--- config.mk ---
export PLATFORM = sky130hd
export DESIGN_NAME = adc_aux_pin_port
export DESIGN_NICKNAME = d
export VERILOG_FILES = /design/src/rtl/aux_port_pkg.sv /design/src/rtl/aux_pin_drive.sv /design/src/rtl/adc_aux_pin_port.sv
export SDC_FILE = /design/constraint.sdc
export NUM_CORES = 1
export LEC_CHECK = 0
export ABC_AREA = 1
export BUFFER_PORTS_ARGS = -buffer_cell sky130_fd_sc_hd__buf_2
export CORE_ASPECT_RATIO = 1.75
export CORE_MARGIN = 2
export CORE_UTILIZATION = 40
export CTS_BUF_LIST = sky130_fd_sc_hd__clkbuf_16
export DETAILED_ROUTE_END_ITERATION = 10
export PLACE_DENSITY = 0.77
export SYNTH_ARGS = -nofsm -noshare
export SYNTH_HDL_FRONTEND = slang
export SYNTH_SLANG_ARGS = --single-unit
--- constraint.sdc ---
create_clock -name aclk -period 1.2 [get_ports aclk]
set_input_delay 0.18 -clock aclk [delete_from_list [all_inputs] [get_ports aclk]]
set_output_delay 0.18 -clock aclk [all_outputs]
set_load 0.02 [all_outputs]
--- src/rtl/aux_port_pkg.sv ---
// Constants for the auxiliary pin port register block
package aux_port_pkg;
    localparam int          DATA_W          = 32;
    localparam int          ADDR_W          = 8;
    localparam int          PINS            = 4;
    // Register indices, and byte addresses (register index times four)
    localparam logic [7:0]  IDX_CONNECT_DIR = 8'h04;
    localparam logic [7:0]  IDX_DATA_STAT   = 8'h05;
    localparam logic [7:0]  ADDR_CONNECT_DIR = IDX_CONNECT_DIR << 2;
    localparam logic [7:0]  ADDR_DATA_STAT  = IDX_DATA_STAT << 2;
    // Field positions
    localparam int          ATTACH_LSB      = 4;
    localparam int          DIR_LSB         = 0;
    localparam int          LEVEL_LSB       = 0;
    localparam int          STATUS_INC_BIT  = 6;
    // Reset values
    localparam logic [7:0]  CONNECT_DIR_RST = 8'h00;
    localparam logic [7:0]  DATA_STAT_RST   = 8'h00;
    // AXI responses
    localparam logic [1:0]  RESP_OKAY       = 2'h0;
    localparam logic [1:0]  RESP_SLVERR     = 2'h2;
endpackage : aux_port_pkg

--- src/rtl/aux_pin_drive.sv ---
// Pin driver: enables and read-back for the four auxiliary pins
`timescale 1ns/1ps
module aux_pin_drive #(
    parameter int PINS = 4
) (
    // Control from registers
    input  wire logic [PINS-1:0] pin_attach_bits,
    input  wire logic [PINS-1:0] pin_dir_input,
    input  wire logic [PINS-1:0] pin_drive_level,
    // Pins
    input  wire logic [PINS-1:0] pin_in,
    output logic      [PINS-1:0] pin_out,
    output logic      [PINS-1:0] pin_oe,
    // Read-back
    output logic      [PINS-1:0] pin_level_seen
);
    always_comb begin
        pin_oe  = pin_attach_bits & ~pin_dir_input;
        pin_out = pin_drive_level & pin_oe;
        // Detached pins read back zero, driven pins read their own level
        pin_level_seen = pin_attach_bits & ((pin_oe & pin_drive_level) | (~pin_oe & pin_in));
    end
endmodule : aux_pin_drive

--- src/rtl/adc_aux_pin_port.sv ---
// Auxiliary pin port with AXI4-Lite register access
//
// How it works
// - Upper nibble of connect register attaches each port bit to its pin.
// - Port bit 1 uses the negative-reference alternate pin, attach bit 5.
// - Port bit 0 uses the positive-reference alternate pin, attach bit 4.
// - Lower nibble direction bits: 0 makes output, 1 makes input.
// - Data bits read the pin level and set the driven level.
// - Bit 6 of data register includes the status byte in data reads.
// - After reset every field of both registers reads zero.
// - Data register sits at index 05h, resets to 00h.
// - Connect register sits at index 04h, resets to 00h.
//
// The AXI4-Lite slave port was decided locally.
`timescale 1ns/1ps
module adc_aux_pin_port
    import aux_port_pkg::*;
#(
    parameter int PIN_COUNT = 4
) (
    // Clock and reset
    input  wire logic                            aclk,
    input  wire logic                            aresetn,
    // AXI4-Lite write address
    input  wire logic                            s_axi_awvalid,
    output logic                                 s_axi_awready,
    input  wire logic [aux_port_pkg::ADDR_W-1:0] s_axi_awaddr,
    // AXI4-Lite write data
    input  wire logic                            s_axi_wvalid,
    output logic                                 s_axi_wready,
    input  wire logic [aux_port_pkg::DATA_W-1:0] s_axi_wdata,
    input  wire logic [3:0]                      s_axi_wstrb,
    // AXI4-Lite write response
    output logic                                 s_axi_bvalid,
    input  wire logic                            s_axi_bready,
    output logic      [1:0]                      s_axi_bresp,
    // AXI4-Lite read address
    input  wire logic                            s_axi_arvalid,
    output logic                                 s_axi_arready,
    input  wire logic [aux_port_pkg::ADDR_W-1:0] s_axi_araddr,
    // AXI4-Lite read data
    output logic                                 s_axi_rvalid,
    input  wire logic                            s_axi_rready,
    output logic      [aux_port_pkg::DATA_W-1:0] s_axi_rdata,
    output logic      [1:0]                      s_axi_rresp,
    // Auxiliary pins: bit 0 positive-ref alt, bit 1 negative-ref alt
    input  wire logic [PIN_COUNT-1:0]            pin_in,
    output logic      [PIN_COUNT-1:0]            pin_out,
    output logic      [PIN_COUNT-1:0]            pin_oe,
    // To the conversion read path
    output logic                                 status_byte_include
);
    import aux_port_pkg::*;

    logic [7:0]           connect_dir_ff;
    logic [7:0]           data_stat_ff;
    logic [ADDR_W-1:0]    awaddr_ff;
    logic                 aw_held_ff;
    logic [DATA_W-1:0]    wdata_ff;
    logic                 wstrb0_ff;
    logic                 w_held_ff;
    logic                 bvalid_ff;
    logic [1:0]           bresp_ff;
    logic                 rvalid_ff;
    logic [DATA_W-1:0]    rdata_ff;
    logic [1:0]           rresp_ff;
    logic [PIN_COUNT-1:0] pin_level_seen;
    logic                 do_write;
    logic                 ar_take;

    function automatic logic addr_known(input logic [ADDR_W-1:0] a);
        addr_known = (a == ADDR_CONNECT_DIR) || (a == ADDR_DATA_STAT);
    endfunction : addr_known

    // One write and one read in flight; hold channels until response drains
    assign s_axi_awready = !aw_held_ff && !bvalid_ff;
    assign s_axi_wready  = !w_held_ff && !bvalid_ff;
    assign s_axi_arready = !rvalid_ff;
    assign ar_take       = s_axi_arvalid && s_axi_arready;
    assign do_write      = aw_held_ff && w_held_ff && !bvalid_ff;

    always_ff @(posedge aclk) begin
        if (!aresetn) begin
            aw_held_ff <= 1'b0;
            awaddr_ff  <= '0;
        end else if (s_axi_awvalid && s_axi_awready) begin
            aw_held_ff <= 1'b1;
            awaddr_ff  <= s_axi_awaddr;
        end else if (do_write) begin
            aw_held_ff <= 1'b0;
        end
    end

    always_ff @(posedge aclk) begin
        if (!aresetn) begin
            w_held_ff <= 1'b0;
            wdata_ff  <= '0;
            wstrb0_ff <= 1'b0;
        end else if (s_axi_wvalid && s_axi_wready) begin
            w_held_ff <= 1'b1;
            wdata_ff  <= s_axi_wdata;
            wstrb0_ff <= s_axi_wstrb[0];
        end else if (do_write) begin
            w_held_ff <= 1'b0;
        end
    end

    // Register writes; only byte lane 0 carries register bits
    always_ff @(posedge aclk) begin
        if (!aresetn) begin
            connect_dir_ff <= CONNECT_DIR_RST;
            data_stat_ff   <= DATA_STAT_RST;
        end else if (do_write && wstrb0_ff) begin
            if (awaddr_ff == ADDR_CONNECT_DIR) begin
                connect_dir_ff <= wdata_ff[7:0];
            end
            if (awaddr_ff == ADDR_DATA_STAT) begin
                // Reserved bits kept zero even if host breaks the convention
                data_stat_ff <= {1'b0, wdata_ff[STATUS_INC_BIT], 2'b00,
                                 wdata_ff[LEVEL_LSB +: 4]};
            end
        end
    end

    always_ff @(posedge aclk) begin
        if (!aresetn) begin
            bvalid_ff <= 1'b0;
            bresp_ff  <= RESP_OKAY;
        end else if (do_write) begin
            bvalid_ff <= 1'b1;
            bresp_ff  <= addr_known(awaddr_ff) ? RESP_OKAY : RESP_SLVERR;
        end else if (s_axi_bready) begin
            bvalid_ff <= 1'b0;
        end
    end

    // Read path: data bits show pin state, not the written value
    always_ff @(posedge aclk) begin
        if (!aresetn) begin
            rvalid_ff <= 1'b0;
            rdata_ff  <= '0;
            rresp_ff  <= RESP_OKAY;
        end else if (ar_take) begin
            rvalid_ff <= 1'b1;
            rresp_ff  <= addr_known(s_axi_araddr) ? RESP_OKAY : RESP_SLVERR;
            if (s_axi_araddr == ADDR_CONNECT_DIR) begin
                rdata_ff <= {24'h000000, connect_dir_ff};
            end else if (s_axi_araddr == ADDR_DATA_STAT) begin
                rdata_ff <= {24'h000000, data_stat_ff[7:4],
                             pin_level_seen};
            end else begin
                rdata_ff <= '0;
            end
        end else if (s_axi_rready) begin
            rvalid_ff <= 1'b0;
        end
    end

    assign s_axi_bvalid = bvalid_ff;
    assign s_axi_bresp  = bresp_ff;
    assign s_axi_rvalid = rvalid_ff;
    assign s_axi_rdata  = rdata_ff;
    assign s_axi_rresp  = rresp_ff;
    assign status_byte_include = data_stat_ff[STATUS_INC_BIT];

    // Bit n of the attach nibble serves pin n: bit 4 pin 0, bit 5 pin 1
    aux_pin_drive #(
        .PINS (PIN_COUNT)
    ) u_drive (
        .pin_attach_bits (connect_dir_ff[ATTACH_LSB +: PIN_COUNT]),
        .pin_dir_input   (connect_dir_ff[DIR_LSB +: PIN_COUNT]),
        .pin_drive_level (data_stat_ff[LEVEL_LSB +: PIN_COUNT]),
        .pin_in          (pin_in),
        .pin_out         (pin_out),
        .pin_oe          (pin_oe),
        .pin_level_seen  (pin_level_seen)
    );
endmodule : adc_aux_pin_port

==> results of run 1 <==
==> where the power goes <==
group	internal (W)	switching [W]	total, W
Combinational	0.000198	0.000371	0.000569
Clock	0.000970	0.000544	0.00151
Sequential	0.00155	0.0000560	0.00160
==> registers in the layout, indices dropped and copies added (netlist names) <==
name and count:
w_held_ff 1, s_axi_rdata 8, aw_held_ff 1, connect_dir_ff 8
s_axi_bresp 1, wstrb0_ff 1, s_axi_rvalid 1, wdata_ff 8
s_axi_bvalid 1, awaddr_ff 8, data_stat_ff 5, s_axi_rresp 1
==> what timing repair did <==
item,CTS,global route
pin swaps,0,1
endpoints found under the setup margin,8,20
gates resized for setup,4,18
buffers inserted,0,2
==> through the flow <==
stage / util (%) / power [W] / instance area (µm²)
6_report: 50.43 / 0.003686 / 2771
5_1_grt: 50.43 / 0.003851 / 2771
3_5_place_dp: 46.33 / 0.002193 / 2546
2_1_floorplan: - / 0.002098 / 2335
3_3_place_gp: 46.33 / 0.002179 / 2546
4_1_cts: 49.41 / 0.003694 / 2715
==> per-layer routing <==
metal	up-vias	GRT usage, %
li1	1071	-
met1	844	12.94
met2	72	29.43
met3	9	3.890
met4	0	7.358
met5	-	0
==> worst paths after layout <==
| path | slack [ns] | to | depth (start not counted) | start |
|---|---|---|---|---|
| hold / removal | 0.13 | awaddr_ff[2] | 3 | s_axi_awaddr[2] |
| setup / recovery | 0.04 | s_axi_awready | 2 | s_axi_bvalid |
| setup reg to reg | 0.08 | connect_dir_ff[5] | 6 | s_axi_bvalid |
| hold reg to reg | 0.45 | wdata_ff[7] | 2 | wdata_ff[7] |
==> layout by cell type, fill, tap and decap left out, types with 2 or more instances in the layout <==
cell type | netlist | layout
nand3_1 | 25 | 24
a21oi_1 | 33 | 33
nor2_1 | 43 | 42
clkbuf_16 | 0 | 5
conb_1 | 1 | 26
o21ai_1 | 23 | 23
o21ai_0 | 3 | 3
dfxtp_4 | 0 | 2
nor2_4 | 4 | 7
nand2_1 | 52 | 52
buf_4 | 27 | 7
dfxtp_2 | 0 | 11
nand2_2 | 3 | 3
clkinv_2 | 1 | 2
dfxtp_1 | 44 | 31
inv_1 | 32 | 33
buf_12 | 0 | 3
nand3_2 | 1 | 2
inv_2 | 10 | 9
nor2_2 | 4 | 2
buf_2 | 2 | 56
==> kinds of logic after synthesis <==
logic type      Yosys count  synth area share (%)
compound gates           60                 13.58
other cells               1                0.1682
flops                    44                 39.51
simple gates            134                 27.72
buf+inv                  79                 19.02
==> worst max-delay path: stages (launching register included) <==
cell and delay [ns]:
dfxtp_4 0.37, nor2_4 0.16, buf_4 0.16
==> area by class of cell <==
type,count,area (µm²),share of cell area [%]
multi-input cells,220,1041,37.56
well taps,76,95.09,3.431
clock inverters,3,38.79,1.400
flip-flops and latches,44,902.1,32.55
clock buffers,5,125.1,4.515
repair buffers,67,404.1,14.58
inverters,43,165.2,5.959
==> impl_metrics.py, run 1 <==
metrics = {
    "outcome": {
        "status": "completed",
    },
    "die": {
        "start_util_pct": 40.57,
        "io-pin-count": 113,
        "die_h_um": 102.8,
        "dieArea_um2": 6211,
        "row_count": 36,
        "die_x_um": 60.44,
        "core-area_um2": 5495,
    },
    "global_routing": {
        "grt_overflow": 0,
        "grt_pass1_wl_um": 7079,
        "first_global_vias": 1766,
        "antenna_found_initial": 0,
        "grtUsageTotal_pct": 14.87,
        "grt_max_degree": 28,
    },
    "placement": {
        "routabilityCongestion": 0.7899,
        "dp_slack_ns": 0.0004922,
        "dp_hpwl_um": 3471,
        "numPortBuffers": 59,
        "placed_cells": 448,
    },
    "routing": {
        "wl_met1_um": 1611,
        "initialDrtViolationCount": 46,
        "drtAntennaViolNets": 0,
        "vias": 1996,
        "drc": 0,
        "met3_length_um": 295,
        "top_layer_used": "met4",
        "vias_per_cell": 4.358,
        "wl_met2_um": 2416,
        "routed_wl_um": 4460,
        "wl_per_cell_um": 9.738,
        "first_pass_iters": 4,
    },
    "synthesis": {
        "synth-async-reset-ratio_pct": 0,
        "synthTopCellsByCount": "nand2_1, dfxtp_1, nor2_1",
        "synth_warnings": 0,
        "ys_ff_latch": 44,
        "yosysMostFrequentCell": "nand2_1",
        "synth_top_cell_area_share_pct": 39.51,
        "ys_seq_area_share_pct": 39.51,
        "syn_area_um2": 2230,
        "yosys.area.top_type": "dfxtp_1",
        "synth-edff-count": 0,
        "syn-instance-count": 318,
        "synthFlopType": "dfxtp_1",
        "netlist_top_cells_area": "dfxtp_1, buf_4, nand2_1",
        "syn_avg_cell_area_um2": 7.011,
        "synth.distinct_cells": 23,
    },
    "pwr": {
        "vdd_drop_max_mv": 1.231,
        "power_density_nw_per_um2": 1330,
        "cellLeakagePower_nw": 1.381,
    },
    "sta": {
        "finalMaxSlewViolations": 0,
        "rsz0062_at_grt": "true",
        "setup-violations-final": 0,
        "hold_viol_final": 0,
        "finalSetupTns_ns": 0,
        "period_minus_slack_ns": 1.158,
        "fmax_mhz": 863.8,
        "clock_skew_ns": 0.004559,
        "min_period_over_period_pct": 96.48,
        "holdWs_ns": 0.1288,
        "setup_ws_ns": 0.04228,
    },
    "min_path": {
        "hold_class": "input port to flip-flop",
    },
    "cts": {
        "clk_pin_slew_ns": 0.06,
        "root_buffer": "clkbuf_16",
        "clkLatencyLatePin_ns": 0.28,
        "clock_sinks": 44,
        "cts_buffers": 5,
        "cts_tree": "built",
        "cts_max_path_buffers": 2,
        "cts_hold_buf": 0,
        "cts_max_level": 2,
    },
    "layout": {
        "layout-drive-gt1-share_pct": 29.84,
        "layout.nets": 444,
        "syn_to_final_growth_pct": 24.30,
        "finalNonFillerCells": 458,
        "fillers": 570,
        "n_antenna_cell": 0,
    },
    "setup_path": {
        "cp-start-kind": "flip-flop",
        "critPathRequiredTime_ns": 1.02,
        "endpoint_kind": "primary output",
        "crit_fanout": 4,
        "worstPathArrival_ns": 0.98,
        "worstSetupPathType": "flip-flop to primary output",
    },
    "flow_run": {
        "drv_cap": 0,
    },
}
Power figures use the tool's default switching activity.
==> run 2: changes to the inputs <==
--- a/config.mk
+++ b/config.mk
@@ -9,10 +9,10 @@
 export BUFFER_PORTS_ARGS = -buffer_cell sky130_fd_sc_hd__buf_2
 export CORE_ASPECT_RATIO = 1.75
 export CORE_MARGIN = 2
-export CORE_UTILIZATION = 40
+export CORE_UTILIZATION = 45
 export CTS_BUF_LIST = sky130_fd_sc_hd__clkbuf_16
 export DETAILED_ROUTE_END_ITERATION = 10
-export PLACE_DENSITY = 0.77
+export PLACE_DENSITY = 0.84
 export SYNTH_ARGS = -nofsm -noshare
 export SYNTH_HDL_FRONTEND = slang
 export SYNTH_SLANG_ARGS = --single-unit
==> run 2 against run 1 <==
Core utilization is 6.8 points higher. Via count rose by 2.1%. Flip-flop and latch count unchanged. Non-clock buffer count is 1 lower. Critical path depth stayed put. First-iteration DRC count is 22% higher. Worst hold slack gained 0.013 ns. Largest cell class unchanged. Largest power group unchanged.
==> impl_metrics.py, run 2 (same netlist as run 1, synthesis figures left out) <==
metrics = {
    "die": {
        "die_x_um": 57.21,
        "row_count": 33,
        "die_h_um": 97.12,
        "core-area_um2": 4748,
        "start_util_pct": 46.96,
        "io-pin-count": 113,
        "dieArea_um2": 5556,
    },
    "layout": {
        "layout-drive-gt1-share_pct": 32.01,
        "multi_input_area_um2": 1079,
        "final_common_cell": "buf_2",
        "layout.nets": 443,
        "regArea_um2": 898.4,
        "utilization_pct": 57.26,
        "n_antenna_cell": 0,
        "fillers": 458,
        "final_cell_mix": "buf_2, nand2_1, nor2_1",
        "syn_to_final_growth_pct": 21.94,
    },
    "sta": {
        "setup-violations-final": 0,
        "finalMaxSlewViolations": 0,
        "finalSetupTns_ns": 0,
        "min_period_over_period_pct": 96.50,
        "hold_viol_final": 0,
        "period_minus_slack_ns": 1.158,
        "fmax_mhz": 863.6,
        "clock_skew_ns": 0.002826,
        "rsz0062_at_grt": "true",
    },
    "global_routing": {
        "first_global_vias": 1870,
        "grt_overflow": 0,
        "grt_max_degree": 24,
        "antenna_found_initial": 0,
        "grtUsageTotal_pct": 17.28,
        "grt_pass1_wl_um": 7728,
    },
    "setup_path": {
        "cpPeakStageDelay_ns": 0.38,
        "worstSetupPathType": "flip-flop to primary output",
        "endpoint_kind": "primary output",
        "critPathRequiredTime_ns": 1.02,
        "crit_fanout": 4,
        "critPathSlowestCell": "dfxtp_4",
        "crit_chain": "nor2_4, buf_4",
        "worstPathArrival_ns": 0.98,
        "cp-start-kind": "flip-flop",
    },
    "pwr": {
        "p_total_w": 0.003416,
        "cellLeakagePower_nw": 1.353,
        "vdd_drop_max_mv": 1.407,
        "power_density_nw_per_um2": 1256,
    },
    "flow_run": {
        "drv_cap": 0,
    },
    "cts": {
        "cts_hold_buf": 0,
        "cts_tree": "built",
        "clock_sinks": 44,
        "clk_pin_slew_ns": 0.06,
        "cts_max_level": 2,
        "cts_buffers": 5,
        "root_buffer": "clkbuf_16",
        "clkLatencyLatePin_ns": 0.28,
        "cts_max_path_buffers": 2,
    },
    "routing": {
        "first_pass_iters": 4,
        "wl_per_cell_um": 10.86,
        "vias_per_cell": 4.737,
        "initialDrtViolationCount": 56,
        "routed_wl_um": 4670,
        "drc": 0,
        "vias": 2037,
        "drtAntennaViolNets": 0,
    },
    "outcome": {
        "status": "completed",
    },
    "placement": {
        "routabilityCongestion": 0.7712,
        "dp_hpwl_um": 3481,
        "numPortBuffers": 59,
    },
    "min_path": {
        "hold_class": "input port to flip-flop",
    },
}
-- run 2: changes by cell type in the layout (fill, tap and decap cells not counted), moves of 2 or more --
cell,delta
nand3_1,-6
nand3_2,+6
inv_1,-3
nor2_2,+3
inv_2,+2
nor2_1,-2
-- run 2: worst paths after layout --
check,startpoint,end,slack (ns),depth (start not counted)
max,s_axi_bvalid,s_axi_awready,0.04,2
max reg2reg,s_axi_bvalid,connect_dir_ff[6],0.04,7
min reg2reg,awaddr_ff[6],awaddr_ff[6],0.47,2
min,s_axi_awaddr[4],awaddr_ff[4],0.14,3
-- run 2: per-layer routing --
| layer | global-route usage (%) | vias to the layer above | part of all wire, % |
|---|---|---|---|
| met2 | 32.98 | 63 | 56 |
| met5 | 0 | - | 0 |
| met1 | 17.10 | 898 | 36 |
| met4 | 6.619 | 0 | 2.2 |
| met3 | 4.128 | 9 | 5.3 |
| li1 | - | 1067 | - |
-- run 2: layout make-up --
type | count | area share, %
clock buffers | 5 | 4.602
inverters | 43 | 6.075
multi-input cells | 220 | 39.67
flip-flops and latches | 44 | 33.04
well taps | 52 | 2.393
repair buffers | 66 | 14.22
-- run 2: critical path: cells and delay by family (launching register included) --
family / cells / cell delay [ns]
flops: 1 / 0.38
simple gates: 1 / 0.16
buf+inv: 1 / 0.16
-- run 2: timing repair --
action,4_1_cts,5_1_grt
setup endpoints to repair,3,21
resized for setup,2,30
buffers inserted,0,1
pin swaps,0,8
-- run 2: metrics by stage --
stage                     instance area, µm²  hold slack, ns  setup WS (ns)  instances
final                                   2719          0.1416        0.04200        430
after global routing                    2719          0.1489       -0.02649        430
after CTS                               2631          0.1469      0.0003603        429
after detailed placement                2504          0.4316        0.03804        424
after global placement                  2504          0.4122        0.05702        424
after floorplan                         2335          0.3264        0.05568        343
-- run 2: report_power, final --
group / total, W / internal [W] / switching (W)
clock network: 0.00123 / 0.000735 / 0.000497
logic: 0.000579 / 0.000193 / 0.000386
registers: 0.00160 / 0.00155 / 0.0000542
